[config.mk]
export PLATFORM = sky130hd
export DESIGN_NAME = eiop_port
export DESIGN_NICKNAME = d
export VERILOG_FILES = /design/src/rtl/eiop_pkg.sv /design/src/rtl/eiop_port.sv
export SDC_FILE = /design/constraint.sdc
export NUM_CORES = 1
export LEC_CHECK = 0
export ABC_AREA = 1
export BUFFER_PORTS_ARGS = -buffer_cell sky130_fd_sc_hd__buf_2
export CAP_MARGIN = 25
export CORE_ASPECT_RATIO = 0.6
export CORE_MARGIN = 3
export CORE_UTILIZATION = 49
export DETAILED_ROUTE_END_ITERATION = 12
export PLACE_DENSITY = 0.85
export SLEW_MARGIN = 20
export SYNTH_ARGS = -nofsm -noshare
export SYNTH_HDL_FRONTEND = slang
export SYNTH_SLANG_ARGS = --single-unit
[constraint.sdc]
create_clock -name CLK_SYS -period 0.94 [get_ports CLK_SYS]
set_input_delay 0.047 -clock CLK_SYS [delete_from_list [all_inputs] [get_ports CLK_SYS]]
set_output_delay 0.047 -clock CLK_SYS [all_outputs]
set_load 0.01 [all_outputs]
[src/rtl/eiop_pkg.sv]
// shared constants for the eight-bit io port with pull-ups
package eiop_pkg;

  // port and register widths
  localparam int EIOP_PORT_W = 8;
  localparam int EIOP_REG_W = 8;
  localparam int EIOP_ADDR_W = 16;

  // byte addresses, lower 16 bits
  localparam logic [15:0] EIOP_ADDR_DIR = 16'hfebd;
  localparam logic [15:0] EIOP_ADDR_READBACK = 16'hff5d;
  localparam logic [15:0] EIOP_ADDR_LATCH = 16'hff6d;
  localparam logic [15:0] EIOP_ADDR_PULLUP = 16'hff74;

  // values after power-on reset and in hardware standby
  localparam logic [7:0] EIOP_DIR_RST = 8'h00;
  localparam logic [7:0] EIOP_LATCH_RST = 8'h00;
  localparam logic [7:0] EIOP_PULLUP_RST = 8'h00;

  // answer to a read of the write-only direction register
  localparam logic [7:0] EIOP_DIR_READ_VALUE = 8'hff;
  // answer to an unmapped address
  localparam logic [7:0] EIOP_UNMAPPED_READ = 8'h00;

  // operating modes in which the port is always general io
  localparam logic [2:0] EIOP_MODE_SINGLE_A = 3'h3;
  localparam logic [2:0] EIOP_MODE_SINGLE_B = 3'h7;

  // synchroniser depth for pin-side inputs
  localparam int EIOP_SYNC_STAGES = 2;

endpackage : eiop_pkg

[src/rtl/eiop_port.sv]
// eight-bit io port with direction, output latch, pin readback and pull-ups
//
// Notes on behaviour
// RULE1: direction register is write-only; reading it returns a fixed meaningless value.
// RULE2: direction cleared on power-on reset and hardware standby; kept otherwise.
// RULE3: extended modes with 8-bit bus: direction bit 1 drives pin, 0 inputs.
// RULE4: extended modes with 16-bit bus: pins belong to external data bus.
// RULE5: modes 3 and 7: pins are general io, direction per bit.
// RULE6: output latch is readable, writable and drives output pins.
// RULE7: output latch cleared on power-on reset and hardware standby; kept otherwise.
// RULE8: readback register is read-only; writes to it change nothing.
// RULE9: readback gives latch bit for outputs and live pin level for inputs.
// RULE10: readback follows pins after reset; frozen in manual reset, software standby.
// RULE11: pull-up enable register, cleared on reset and hardware standby, kept otherwise.
// RULE12: pull-up on only when direction bit 0 and enable bit 1.
// RULE13: pull-ups allowed in modes 3, 7 or 8-bit bus; off with 16-bit.
// RULE14: pull-ups off after reset and hardware standby; held in manual reset, standby.
// RULE15: register write stored at its edge; pins follow one cycle later.
`timescale 1ns/1ps
module eiop_port
  import eiop_pkg::*;
#(
  parameter int PORT_W = EIOP_PORT_W
)
(
  input wire logic CLK_SYS,
  input wire logic SYS_RST,
  input wire logic MANUAL_RST,
  input wire logic SW_STANDBY,
  input wire logic HW_STANDBY,
  input wire logic [2:0] MODE,
  input wire logic BUS_16BIT,
  input wire logic [EIOP_ADDR_W-1:0] REG_ADDR,
  input wire logic [EIOP_REG_W-1:0] REG_WDATA,
  input wire logic REG_WR,
  input wire logic REG_RD,
  output logic [EIOP_REG_W-1:0] REG_RDATA,
  input wire logic [PORT_W-1:0] PIN_IN,
  output logic [PORT_W-1:0] PIN_OUT,
  output logic [PORT_W-1:0] PIN_OE,
  output logic [PORT_W-1:0] PIN_PULLUP,
  output logic DBUS_OWN
);

  if (PORT_W != EIOP_REG_W) begin : g_width_check
    $error("eiop_port: PORT_W must equal the register width");
  end

  typedef struct packed {
    logic [PORT_W-1:0] dir;
    logic [PORT_W-1:0] latch;
    logic [PORT_W-1:0] pullup_en;
    logic [PORT_W-1:0] readback;
    logic [EIOP_REG_W-1:0] rdata;
    logic [PORT_W-1:0] pin_out;
    logic [PORT_W-1:0] pin_oe;
    logic [PORT_W-1:0] pullup_on;
    logic dbus_own;
    logic [PORT_W-1:0] pin_meta;
    logic [PORT_W-1:0] pin_sync;
    logic hwsb_meta;
    logic hwsb_sync;
  } eiop_state_t;

  eiop_state_t s_reg;
  eiop_state_t s_next;

  logic single_chip;
  logic gpio_mode;
  logic frozen;
  logic hw_sb;
  logic sw_access;

  // port is general io unless an extended mode selects the 16-bit bus
  assign single_chip = (MODE == EIOP_MODE_SINGLE_A) || (MODE == EIOP_MODE_SINGLE_B);
  assign gpio_mode = single_chip || !BUS_16BIT;
  assign frozen = MANUAL_RST || SW_STANDBY;
  assign hw_sb = s_reg.hwsb_sync;
  assign sw_access = !hw_sb && !frozen;

  always_comb
  begin
    s_next = s_reg;

    // pin-side synchronisers
    s_next.pin_meta = PIN_IN;
    s_next.pin_sync = s_reg.pin_meta;
    s_next.hwsb_meta = HW_STANDBY;
    s_next.hwsb_sync = s_reg.hwsb_meta;

    if (hw_sb)
    begin
      s_next.dir = EIOP_DIR_RST; // [RULE2]
      s_next.latch = EIOP_LATCH_RST; // [RULE7]
      s_next.pullup_en = EIOP_PULLUP_RST; // [RULE11]
    end
    else if (sw_access && REG_WR)
    begin
      // stored on the write edge [RULE15]
      unique case (REG_ADDR)
        EIOP_ADDR_DIR: s_next.dir = REG_WDATA;
        EIOP_ADDR_LATCH: s_next.latch = REG_WDATA; // [RULE6]
        EIOP_ADDR_PULLUP: s_next.pullup_en = REG_WDATA; // [RULE11]
        default: s_next.dir = s_reg.dir; // readback and unmapped ignore writes [RULE8]
      endcase
    end

    // readback tracks pins except while frozen [RULE10]
    if (!frozen)
    begin
      s_next.readback = (s_reg.dir & s_reg.latch) | (~s_reg.dir & s_reg.pin_sync); // [RULE9]
    end

    // pin drive, ownership and pull-ups
    if (hw_sb)
    begin
      s_next.pin_oe = '0;
      s_next.pin_out = '0;
      s_next.pullup_on = '0; // [RULE14]
      s_next.dbus_own = !gpio_mode;
    end
    else if (!frozen)
    begin
      s_next.pin_out = s_reg.latch; // [RULE6]
      s_next.dbus_own = !gpio_mode; // [RULE4]
      if (gpio_mode)
      begin
        s_next.pin_oe = s_reg.dir; // [RULE3] [RULE5]
        s_next.pullup_on = ~s_reg.dir & s_reg.pullup_en; // [RULE12] [RULE13]
      end
      else
      begin
        s_next.pin_oe = '0; // [RULE4]
        s_next.pullup_on = '0; // [RULE13]
      end
    end

    // read data valid only in the cycle after the strobe
    s_next.rdata = EIOP_UNMAPPED_READ;
    if (REG_RD)
    begin
      unique case (REG_ADDR)
        EIOP_ADDR_DIR: s_next.rdata = EIOP_DIR_READ_VALUE; // [RULE1]
        EIOP_ADDR_LATCH: s_next.rdata = s_reg.latch;
        EIOP_ADDR_READBACK: s_next.rdata = s_reg.readback; // [RULE9]
        EIOP_ADDR_PULLUP: s_next.rdata = s_reg.pullup_en;
        default: s_next.rdata = EIOP_UNMAPPED_READ;
      endcase
    end
  end

  always_ff @(posedge CLK_SYS)
  begin
    if (SYS_RST)
    begin
      s_reg <= '0; // [RULE2] [RULE7] [RULE11] [RULE14]
    end
    else
    begin
      s_reg <= s_next;
    end
  end

  assign REG_RDATA = s_reg.rdata;
  assign PIN_OUT = s_reg.pin_out;
  assign PIN_OE = s_reg.pin_oe;
  assign PIN_PULLUP = s_reg.pullup_on;
  assign DBUS_OWN = s_reg.dbus_own;

  // checks

  property p_dir_read_fixed;
    @(posedge CLK_SYS) disable iff (SYS_RST)
    (REG_RD && REG_ADDR == EIOP_ADDR_DIR) |=> (REG_RDATA == EIOP_DIR_READ_VALUE);
  endproperty
  a_dir_read_fixed: assert property (p_dir_read_fixed) // [RULE1]
    else $error("direction register read did not return the fixed value");

  property p_hw_standby_clears;
    @(posedge CLK_SYS) disable iff (SYS_RST)
    hw_sb |=> (s_reg.dir == EIOP_DIR_RST && s_reg.latch == EIOP_LATCH_RST
      && s_reg.pullup_en == EIOP_PULLUP_RST);
  endproperty
  a_hw_standby_clears: assert property (p_hw_standby_clears) // [RULE2]
    else $error("hardware standby did not clear the control registers");

  property p_frozen_keeps_regs;
    @(posedge CLK_SYS) disable iff (SYS_RST)
    (frozen && !hw_sb) |=> ($stable(s_reg.dir) && $stable(s_reg.latch)
      && $stable(s_reg.pullup_en));
  endproperty
  a_frozen_keeps_regs: assert property (p_frozen_keeps_regs) // [RULE7]
    else $error("registers changed during manual reset or software standby");

  property p_gpio_drive;
    @(posedge CLK_SYS) disable iff (SYS_RST)
    (sw_access && gpio_mode) |=> (PIN_OE == $past(s_reg.dir) && PIN_OUT == $past(s_reg.latch));
  endproperty
  a_gpio_drive: assert property (p_gpio_drive) // [RULE3]
    else $error("pin drive does not follow direction and latch");

  property p_bus16_handover;
    @(posedge CLK_SYS) disable iff (SYS_RST)
    (sw_access && !single_chip && BUS_16BIT) |=> (PIN_OE == '0 && PIN_PULLUP == '0 && DBUS_OWN);
  endproperty
  a_bus16_handover: assert property (p_bus16_handover) // [RULE4]
    else $error("pins not handed to the data bus in 16-bit mode");

  property p_single_chip_gpio;
    @(posedge CLK_SYS) disable iff (SYS_RST)
    (sw_access && single_chip) |=> (!DBUS_OWN && PIN_OE == $past(s_reg.dir));
  endproperty
  a_single_chip_gpio: assert property (p_single_chip_gpio) // [RULE5]
    else $error("single-chip mode did not use pins as general io");

  property p_latch_write_read;
    @(posedge CLK_SYS) disable iff (SYS_RST)
    (sw_access && REG_WR && REG_ADDR == EIOP_ADDR_LATCH)
      ##1 (REG_RD && REG_ADDR == EIOP_ADDR_LATCH && !hw_sb)
      |=> (REG_RDATA == $past(REG_WDATA, 2));
  endproperty
  a_latch_write_read: assert property (p_latch_write_read) // [RULE6]
    else $error("output latch did not read back the written value");

  property p_readback_ignores_write;
    @(posedge CLK_SYS) disable iff (SYS_RST)
    (!hw_sb && REG_WR && REG_ADDR == EIOP_ADDR_READBACK)
      |=> ($stable(s_reg.dir) && $stable(s_reg.latch) && $stable(s_reg.pullup_en));
  endproperty
  a_readback_ignores_write: assert property (p_readback_ignores_write) // [RULE8]
    else $error("write to readback register changed state");

  property p_readback_value;
    @(posedge CLK_SYS) disable iff (SYS_RST)
    (!frozen) ##1 (REG_RD && REG_ADDR == EIOP_ADDR_READBACK)
      |=> (REG_RDATA == (($past(s_reg.dir, 2) & $past(s_reg.latch, 2))
        | (~$past(s_reg.dir, 2) & $past(s_reg.pin_sync, 2))));
  endproperty
  a_readback_value: assert property (p_readback_value) // [RULE9]
    else $error("readback value mixes latch and pin wrongly");

  property p_readback_frozen;
    @(posedge CLK_SYS) disable iff (SYS_RST)
    frozen |=> $stable(s_reg.readback);
  endproperty
  a_readback_frozen: assert property (p_readback_frozen) // [RULE10]
    else $error("readback changed while frozen");

  property p_pullup_enable_rw;
    @(posedge CLK_SYS) disable iff (SYS_RST)
    (sw_access && REG_WR && REG_ADDR == EIOP_ADDR_PULLUP)
      ##1 (REG_RD && REG_ADDR == EIOP_ADDR_PULLUP && !hw_sb)
      |=> (REG_RDATA == $past(REG_WDATA, 2));
  endproperty
  a_pullup_enable_rw: assert property (p_pullup_enable_rw) // [RULE11]
    else $error("pull-up enable register did not read back");

  property p_pullup_state;
    @(posedge CLK_SYS) disable iff (SYS_RST)
    (sw_access && gpio_mode) |=> (PIN_PULLUP == (~$past(s_reg.dir) & $past(s_reg.pullup_en)));
  endproperty
  a_pullup_state: assert property (p_pullup_state) // [RULE12]
    else $error("pull-up state does not match direction and enable");

  property p_pullup_bus16_off;
    @(posedge CLK_SYS) disable iff (SYS_RST)
    (!single_chip && BUS_16BIT && !frozen) |=> (PIN_PULLUP == '0);
  endproperty
  a_pullup_bus16_off: assert property (p_pullup_bus16_off) // [RULE13]
    else $error("pull-up on with 16-bit bus");

  property p_pullup_hold;
    @(posedge CLK_SYS) disable iff (SYS_RST)
    (frozen && !hw_sb) |=> $stable(PIN_PULLUP);
  endproperty
  a_pullup_hold: assert property (p_pullup_hold) // [RULE14]
    else $error("pull-ups changed during manual reset or software standby");

  property p_write_to_pin;
    @(posedge CLK_SYS) disable iff (SYS_RST)
    (sw_access && gpio_mode && REG_WR && REG_ADDR == EIOP_ADDR_DIR)
      ##1 (sw_access && gpio_mode) |=> (PIN_OE == $past(REG_WDATA, 2));
  endproperty
  a_write_to_pin: assert property (p_write_to_pin) // [RULE15]
    else $error("direction write did not reach the pins one cycle later");

  property p_rdata_idle;
    @(posedge CLK_SYS) disable iff (SYS_RST)
    !REG_RD |=> (REG_RDATA == EIOP_UNMAPPED_READ);
  endproperty
  a_rdata_idle: assert property (p_rdata_idle) // [RULE15]
    else $error("read data not idle outside the cycle after a read");

  property p_unmapped_read;
    @(posedge CLK_SYS) disable iff (SYS_RST)
    (REG_RD && REG_ADDR != EIOP_ADDR_DIR && REG_ADDR != EIOP_ADDR_LATCH
      && REG_ADDR != EIOP_ADDR_READBACK && REG_ADDR != EIOP_ADDR_PULLUP)
      |=> (REG_RDATA == EIOP_UNMAPPED_READ);
  endproperty
  a_unmapped_read: assert property (p_unmapped_read) // [RULE15]
    else $error("unmapped read returned data");

  property p_dir_write_stored;
    @(posedge CLK_SYS) disable iff (SYS_RST)
    (sw_access && REG_WR && REG_ADDR == EIOP_ADDR_DIR)
      |=> (s_reg.dir == $past(REG_WDATA));
  endproperty
  a_dir_write_stored: assert property (p_dir_write_stored) // [RULE15]
    else $error("direction write not stored on its edge");

  property p_latch_write_stored;
    @(posedge CLK_SYS) disable iff (SYS_RST)
    (sw_access && REG_WR && REG_ADDR == EIOP_ADDR_LATCH)
      |=> (s_reg.latch == $past(REG_WDATA));
  endproperty
  a_latch_write_stored: assert property (p_latch_write_stored) // [RULE6]
    else $error("output latch write not stored on its edge");

  property p_pullup_write_stored;
    @(posedge CLK_SYS) disable iff (SYS_RST)
    (sw_access && REG_WR && REG_ADDR == EIOP_ADDR_PULLUP)
      |=> (s_reg.pullup_en == $past(REG_WDATA));
  endproperty
  a_pullup_write_stored: assert property (p_pullup_write_stored) // [RULE11]
    else $error("pull-up enable write not stored on its edge");

  property p_hw_standby_outputs;
    @(posedge CLK_SYS) disable iff (SYS_RST)
    hw_sb |=> (PIN_OE == '0 && PIN_OUT == '0 && PIN_PULLUP == '0);
  endproperty
  a_hw_standby_outputs: assert property (p_hw_standby_outputs) // [RULE14]
    else $error("pins still driven or pulled up in hardware standby");

  property p_frozen_drive_hold;
    @(posedge CLK_SYS) disable iff (SYS_RST)
    (frozen && !hw_sb)
      |=> ($stable(PIN_OE) && $stable(PIN_OUT) && $stable(DBUS_OWN));
  endproperty
  a_frozen_drive_hold: assert property (p_frozen_drive_hold) // [RULE2]
    else $error("pin drive changed during manual reset or software standby");

  property p_readback_tracks;
    @(posedge CLK_SYS) disable iff (SYS_RST)
    (!frozen) |=> (s_reg.readback == (($past(s_reg.dir) & $past(s_reg.latch))
      | (~$past(s_reg.dir) & $past(s_reg.pin_sync))));
  endproperty
  a_readback_tracks: assert property (p_readback_tracks) // [RULE10]
    else $error("readback register does not follow pins and latch");

  property p_bus_ownership;
    @(posedge CLK_SYS) disable iff (SYS_RST)
    (!frozen) |=> (DBUS_OWN == !$past(gpio_mode));
  endproperty
  a_bus_ownership: assert property (p_bus_ownership) // [RULE4]
    else $error("data bus ownership does not follow mode and bus width");

endmodule // eiop_port

==> out/summary.txt, run 1 <==
Die Area = 8480 µm²
htree depth = 3
Worst EP required = 1.21 ns
met3 WL = 1.33 mm
share of cells above drive strength 1 = 31.9%
Setup CP Type = register to register
Top Metal Used = met4
Crit path max-delay family = buffers and inverters
# clock sinks = 83
Max Freq = 842 MHz
CTS tree = done
Root Buffer = clkbuf_16
Placer Congestion = 0.883
outcome = finished, violations left
Vias/cell = 5.32
register area share after synthesis = 46.0%
I/O pins = 76
Post-DRT Antenna Nets = 0
critical-path cell list = buf_6 > nor2_4 > buf_6 > buf_12 > o21ai_2 > nor2_2
cell count after synthesis = 495
initial antenna violation count = 0
DRT met1 WL = 4.23 mm
Synth Area per Inst = 7.30 µm²
unrepaired setup endpoints after global routing = true
hold crit path type = primary input to register
gr usage total = 24.1%
critical path capture point type = register
Skew-Pair Late Insertion Delay = 0.35 ns
Yosys reg bits = 83
failing checks = negative setup slack
Final Hold Vio Count = 0
synthesized area = 3620 µm²
CP arrival = 1.46 ns
Pwr Total = 8530 µW
MaxCap Viol Count = 0
Die W = 117 µm
final worst slack = -0.248 ns
Core Region = 6910 µm²
total wire length = 10.7 mm
Starting DRT DRC Count = 485
Pre-antenna DRT Iters = 7
Rows = 23
vias in the first global route = 3263
post-route minimum period = 1.19 ns
CP most frequent cell = buf_6
unique cell type count in the Yosys netlist = 22
power density over the cells = 1780 nW/µm²
port bufs = 74
CTS buffer count = 9
clock skew = 0.00759 ns
slowest stage delay, CP = 0.33 ns
grt ovf = 0
Area growth, synth to finish = 32.5%
DRC violations left = 0
peak supply drop = 0.00148 V
DP HPWL = 6.43 mm
met2 wire length = 4.82 mm
crit-path max FO = 10
final setup fails = 49
fin util = 69.4%
Clock Path Buffers = 2
Startpoint Class = register
final period utilization = 126%
critical path's slowest cell = dfxtp_2
largest area contributor in the netlist = dfxtp_1
ant diodes = 0
yosys warns = 0
Final Max Tran Viols = 0
largest cells by area after synthesis = dfxtp_1, nor2_1, nand2_1, buf_4, o21ai_0
wire length per cell = 15.9 µm
layout net count = 621
clock-pin slew on the worst setup and hold paths = 0.06 ns
die height = 72.5 µm
via count = 3567
most frequent cells in the layout = nor2_1, dfxtp_1, buf_2
Synth top area share = 46.0%
Slew @ Worst Pin = 0.394 ns
largest net degree at the start of global routing = 19
Mapped Nets = 538
commonest non-fill, non-tap cell in the layout = nor2_1
slew margin rel. = 73.5%
leak pwr = 0.00238 µW
Initial Util = 52.4%
max FFs per register = 40
first-pass GRT wire length = 15.6 mm
worst path bufs/invs = 3
## worst register-to-register path, delay by kind of cell, from the launching register on
family                 cells  cell delay [ns]
AO/OA/AOI/OAI              1             0.07
buffers and inverters      3             0.38
flip-flops                 1             0.33
AND/OR/NAND/NOR            2             0.33
## synthesized netlist by cell type
cell type,number
nor3_1,1
nand2_4,3
a21oi_1,16
nor2_4,5
clkinv_4,1
nor2_8,1
nand3_1,9
nand2_1,79
nor2_1,112
buf_2,2
dfxtp_1,83
buf_6,1
a21boi_1,1
buf_4,33
nor2_2,5
inv_2,3
inv_1,55
nand4_1,1
nand2_2,8
o211ai_1,16
o21ai_0,49
clkbuf_1,11
## final cells by class
cell class	count	area, µm²
Multi-Input combinational cell	308	1610
Fill cell	510	2110
Clock inverter	5	100
Tap cell	87	109
Inverter	59	244
Sequential cell	83	1660
Timing Repair Buffer	117	828
Clock buffer	11	243
## per-layer routing
layer / vias up / global-route usage (%)
met5: - / 0
li1: 1676 / -
met3: 38 / 7.92
met2: 227 / 39.1
met4: 0 / 8.52
met1: 1626 / 30.1
## power by group
part,total (µW),internal [µW],leakage (µW),switching (µW)
combinational,796,362,0.00153,435
clock,4040,2660,0.000169,1380
sequential,3690,3630,0.000678,59.4
total,8530,6650,0.00238,1880
## path summary, 6_finish.rpt
path	start	to	slack (ns)	cells after the start
max	hw_sb	s_reg[66]	-0.25	6
min	REG_WDATA[4]	s_reg[71]	0.005	3
max reg2reg	hw_sb	s_reg[66]	-0.25	6
min reg2reg	s_next[2]	s_reg[2]	0.40	2
## stage by stage
step | worst slack, ns | hold slack (ns) | setup TNS [ns] | cell area (µm²) | cells
3_3_place_gp | -0.191 | 0.250 | -7.77 | 3950 | 627
3_5_place_dp | -0.322 | 0.252 | -10.24 | 3950 | 627
5_1_grt | -0.343 | 0.0311 | -11.43 | 4790 | 670
2_1_floorplan | -0.0488 | 0.154 | -0.500 | 3630 | 495
4_1_cts | -0.186 | 0.00744 | -6.52 | 4630 | 665
6_report | -0.248 | 0.00540 | -9.26 | 4790 | 670
## cells by family after synthesis
logic type             synth area share (%)
flip-flops                             46.0
AND/OR/NAND/NOR                        26.7
buffers and inverters                  14.8
AO/OA/AOI/OAI                          12.5
## timing repair
| action | CTS | global route |
|---|---|---|
| setup buffers | 5 | 6 |
| setup endpoints to repair | 48 | 59 |
| gates resized for setup | 34 | 46 |
| cloned | 4 | 2 |
| hold endpoints to repair | 14 | 0 |
| hold buffers | 13 | 0 |
| pin swaps | 2 | 38 |
No activity file was read; power rests on OpenSTA's default activity.
==> run 2, diff against run 1 <==
- BUFFER_PORTS_ARGS: -buffer_cell sky130_fd_sc_hd__buf_2 -> -buffer_cell sky130_fd_sc_hd__buf_4
==> out/summary.txt, run 2 (synthesis gave the netlist of run 1 again) <==
outcome = finished, violations left
failing checks = negative setup slack
power density over the cells = 1790 nW/µm² (+0.62%)
Die Area = 8480 µm² (unchanged)
CTS tree = done
CTS buffer count = 9 (unchanged)
FF-to-FF End = PIN_OE[4]
most frequent cells in the layout = nor2_1, buf_4, dfxtp_1
largest net degree at the start of global routing = 26 (+7)
grt ovf = 0 (unchanged)
CP arrival = 1.51 ns (+0.05 ns)
leak pwr = 0.00245 µW (+3.2%)
Initial Util = 52.4% (unchanged)
final worst slack = -0.282 ns (-0.0347 ns)
crit path to = PIN_OE[4]
Reg2Reg Launch Point = hw_sb
crit path from = hw_sb
clock-pin slew on the worst setup and hold paths = 0.06 ns (about the same)
filler cell count = 492 (-3.5%)
Area growth, synth to finish = 39.7%
unrepaired setup endpoints after global routing = true
crit-path max FO = 4 (-6)
vias in the first global route = 3395 (+4.0%)
wire length per cell = 16.9 µm (+5.8%)
Worst EP required = 1.22 ns (about the same)
Crit path max-delay family = buffers and inverters
Rows = 23 (unchanged)
# clock sinks = 83 (unchanged)
Final Max Tran Viols = 0 (unchanged)
htree depth = 3 (unchanged)
clock skew = 0.00646 ns (-0.00113 ns)
Die W = 117 µm (unchanged)
final period utilization = 130% (+3.7 points)
setup_tns = -8.81 ns (+0.452 ns)
post-route minimum period = 1.22 ns (+0.0347 ns)
ant diodes = 0 (unchanged)
hold crit path type = primary input to register
Final Hold Vio Count = 0 (unchanged)
first-pass GRT wire length = 16.4 mm (+5.6%)
via count = 3627 (+1.7%)
die height = 72.5 µm (unchanged)
DRC violations left = 0 (unchanged)
Root Buffer = clkbuf_16
critical path's slowest cell = dfxtp_2
number of cells on the critical path = 6 (unchanged)
slowest stage delay, CP = 0.32 ns (about the same)
critical path capture point type = register
total wire length = 11.3 mm (+6.1%)
share of cells above drive strength 1 = 30.8% (-1.1 points)
commonest non-fill, non-tap cell in the layout = nor2_1
Setup CP Type = register to register
Vias/cell = 5.40 (+1.4%)
peak supply drop = 0.00130 V (-12%)
slew margin rel. = 77.9% (+4.5 points)
Post-DRT Antenna Nets = 0 (unchanged)
initial antenna violation count = 0 (unchanged)
Clock Path Buffers = 2 (unchanged)
Starting DRT DRC Count = 547 (+13%)
Slew @ Worst Pin = 0.327 ns (-0.0662 ns)
worst reg2reg setup slack = -0.28 ns (-0.03 ns)
dpl ws = -0.261 ns (+0.0609 ns)
Startpoint Class = register
max FFs per register = 40 (unchanged)
layout net count = 623 (+0.32%)
hold wc startpoint = REG_RD
Core Region = 6910 µm² (unchanged)
CP most frequent cell = buf_6
final setup fails = 48 (-2.0%)
port bufs = 74 (unchanged)
DP HPWL = 6.50 mm (+1.1%)
Skew-Pair Late Insertion Delay = 0.34 ns (about the same)
R2R depth = 6 (unchanged)
worst path bufs/invs = 4 (+1)
gr usage total = 25.5% (+1.4 points)
I/O pins = 76 (unchanged)
Pre-antenna DRT Iters = 6 (-1)
critical-path cell list = buf_6 > nor2_4 > buf_6 > clkbuf_16 > o211ai_1 > inv_1
MaxCap Viol Count = 0 (unchanged)
Placer Congestion = 0.926 (+4.9%)
Max Freq = 818 MHz (-2.8%)
[run 2: cell types whose count changed in the layout (fill, tap and decap cells not counted), moves of 3 or more]
cell	previous run	this run
buf_16	0	3
buf_2	74	0
buf_4	18	86
buf_6	6	9
dlygate4sd3_1	13	17
inv_4	0	3
nor2_1	100	104
nor2_4	9	6
o21ai_0	33	28
o21ai_1	6	10
[run 2: layout make-up]
cell class,instances,area [µm²],share of cell area (%)
clock inverters,6,136,2.70
repair buffers,120,1110,22.0
multi-input cells,307,1550,30.7
clock buffers,10,239,4.73
inverters,59,243,4.81
flip-flops and latches,83,1660,32.9
well taps,87,109,2.16
[run 2: worst register-to-register path, stage by stage, from the launching register on]
cell       delay (ns)
dfxtp_2          0.32
buf_6            0.11
nor2_4           0.17
buf_6            0.19
clkbuf_16        0.15
o211ai_1         0.12
inv_1            0.10
[run 2: how the worst min path moves through the flow]
stage	endpoint	slack (ns)	cells past startpoint
floorplan	s_next[0]	0.15	2
global placement	s_next[9]	0.25	3
detailed placement	s_next[5]	0.25	3
CTS	REG_RDATA[3]	0.12	4
global route	REG_RDATA[3]	0.11	4
finish	REG_RDATA[3]	0.09	5
[run 2: routing by layer]
metal | GRT usage (%) | part of all wire (%) | wire length (µm) | vias to the layer above
met5 | 0 | 0 | 0 | -
li1 | - | - | - | 1679
met3 | 9.17 | 11 | 1280 | 65
met1 | 32.6 | 40 | 4550 | 1630
met4 | 10.3 | 4.3 | 491 | 0
met2 | 39.4 | 44 | 5000 | 253
[run 2: per-stage QoR]
stage	std cells	utilization, %	cell area, µm²	hold WS (ns)	power [µW]
floorplan	495	-	3630	0.154	4140
global placement	625	59.8	4130	0.246	4410
detailed placement	625	59.8	4130	0.254	4430
CTS	667	70.6	4870	0.120	8950
global route	672	73.1	5050	0.113	9260
finish	672	73.1	5050	0.0943	9040
[run 2: timing repair]
action / in CTS / in global routing
hold buffers: 17 / 0
cloned: 5 / 2
setup buffers: 4 / 4
pin swaps: 6 / 30
resized for setup: 33 / 45
setup endpoints to repair: 48 / 52
endpoints found under the hold margin: 24 / 0
[run 2: power breakdown]
group	switching [µW]	internal, µW
registers	60.8	3630
clock network	1460	2940
logic	464	483
total	1990	7060
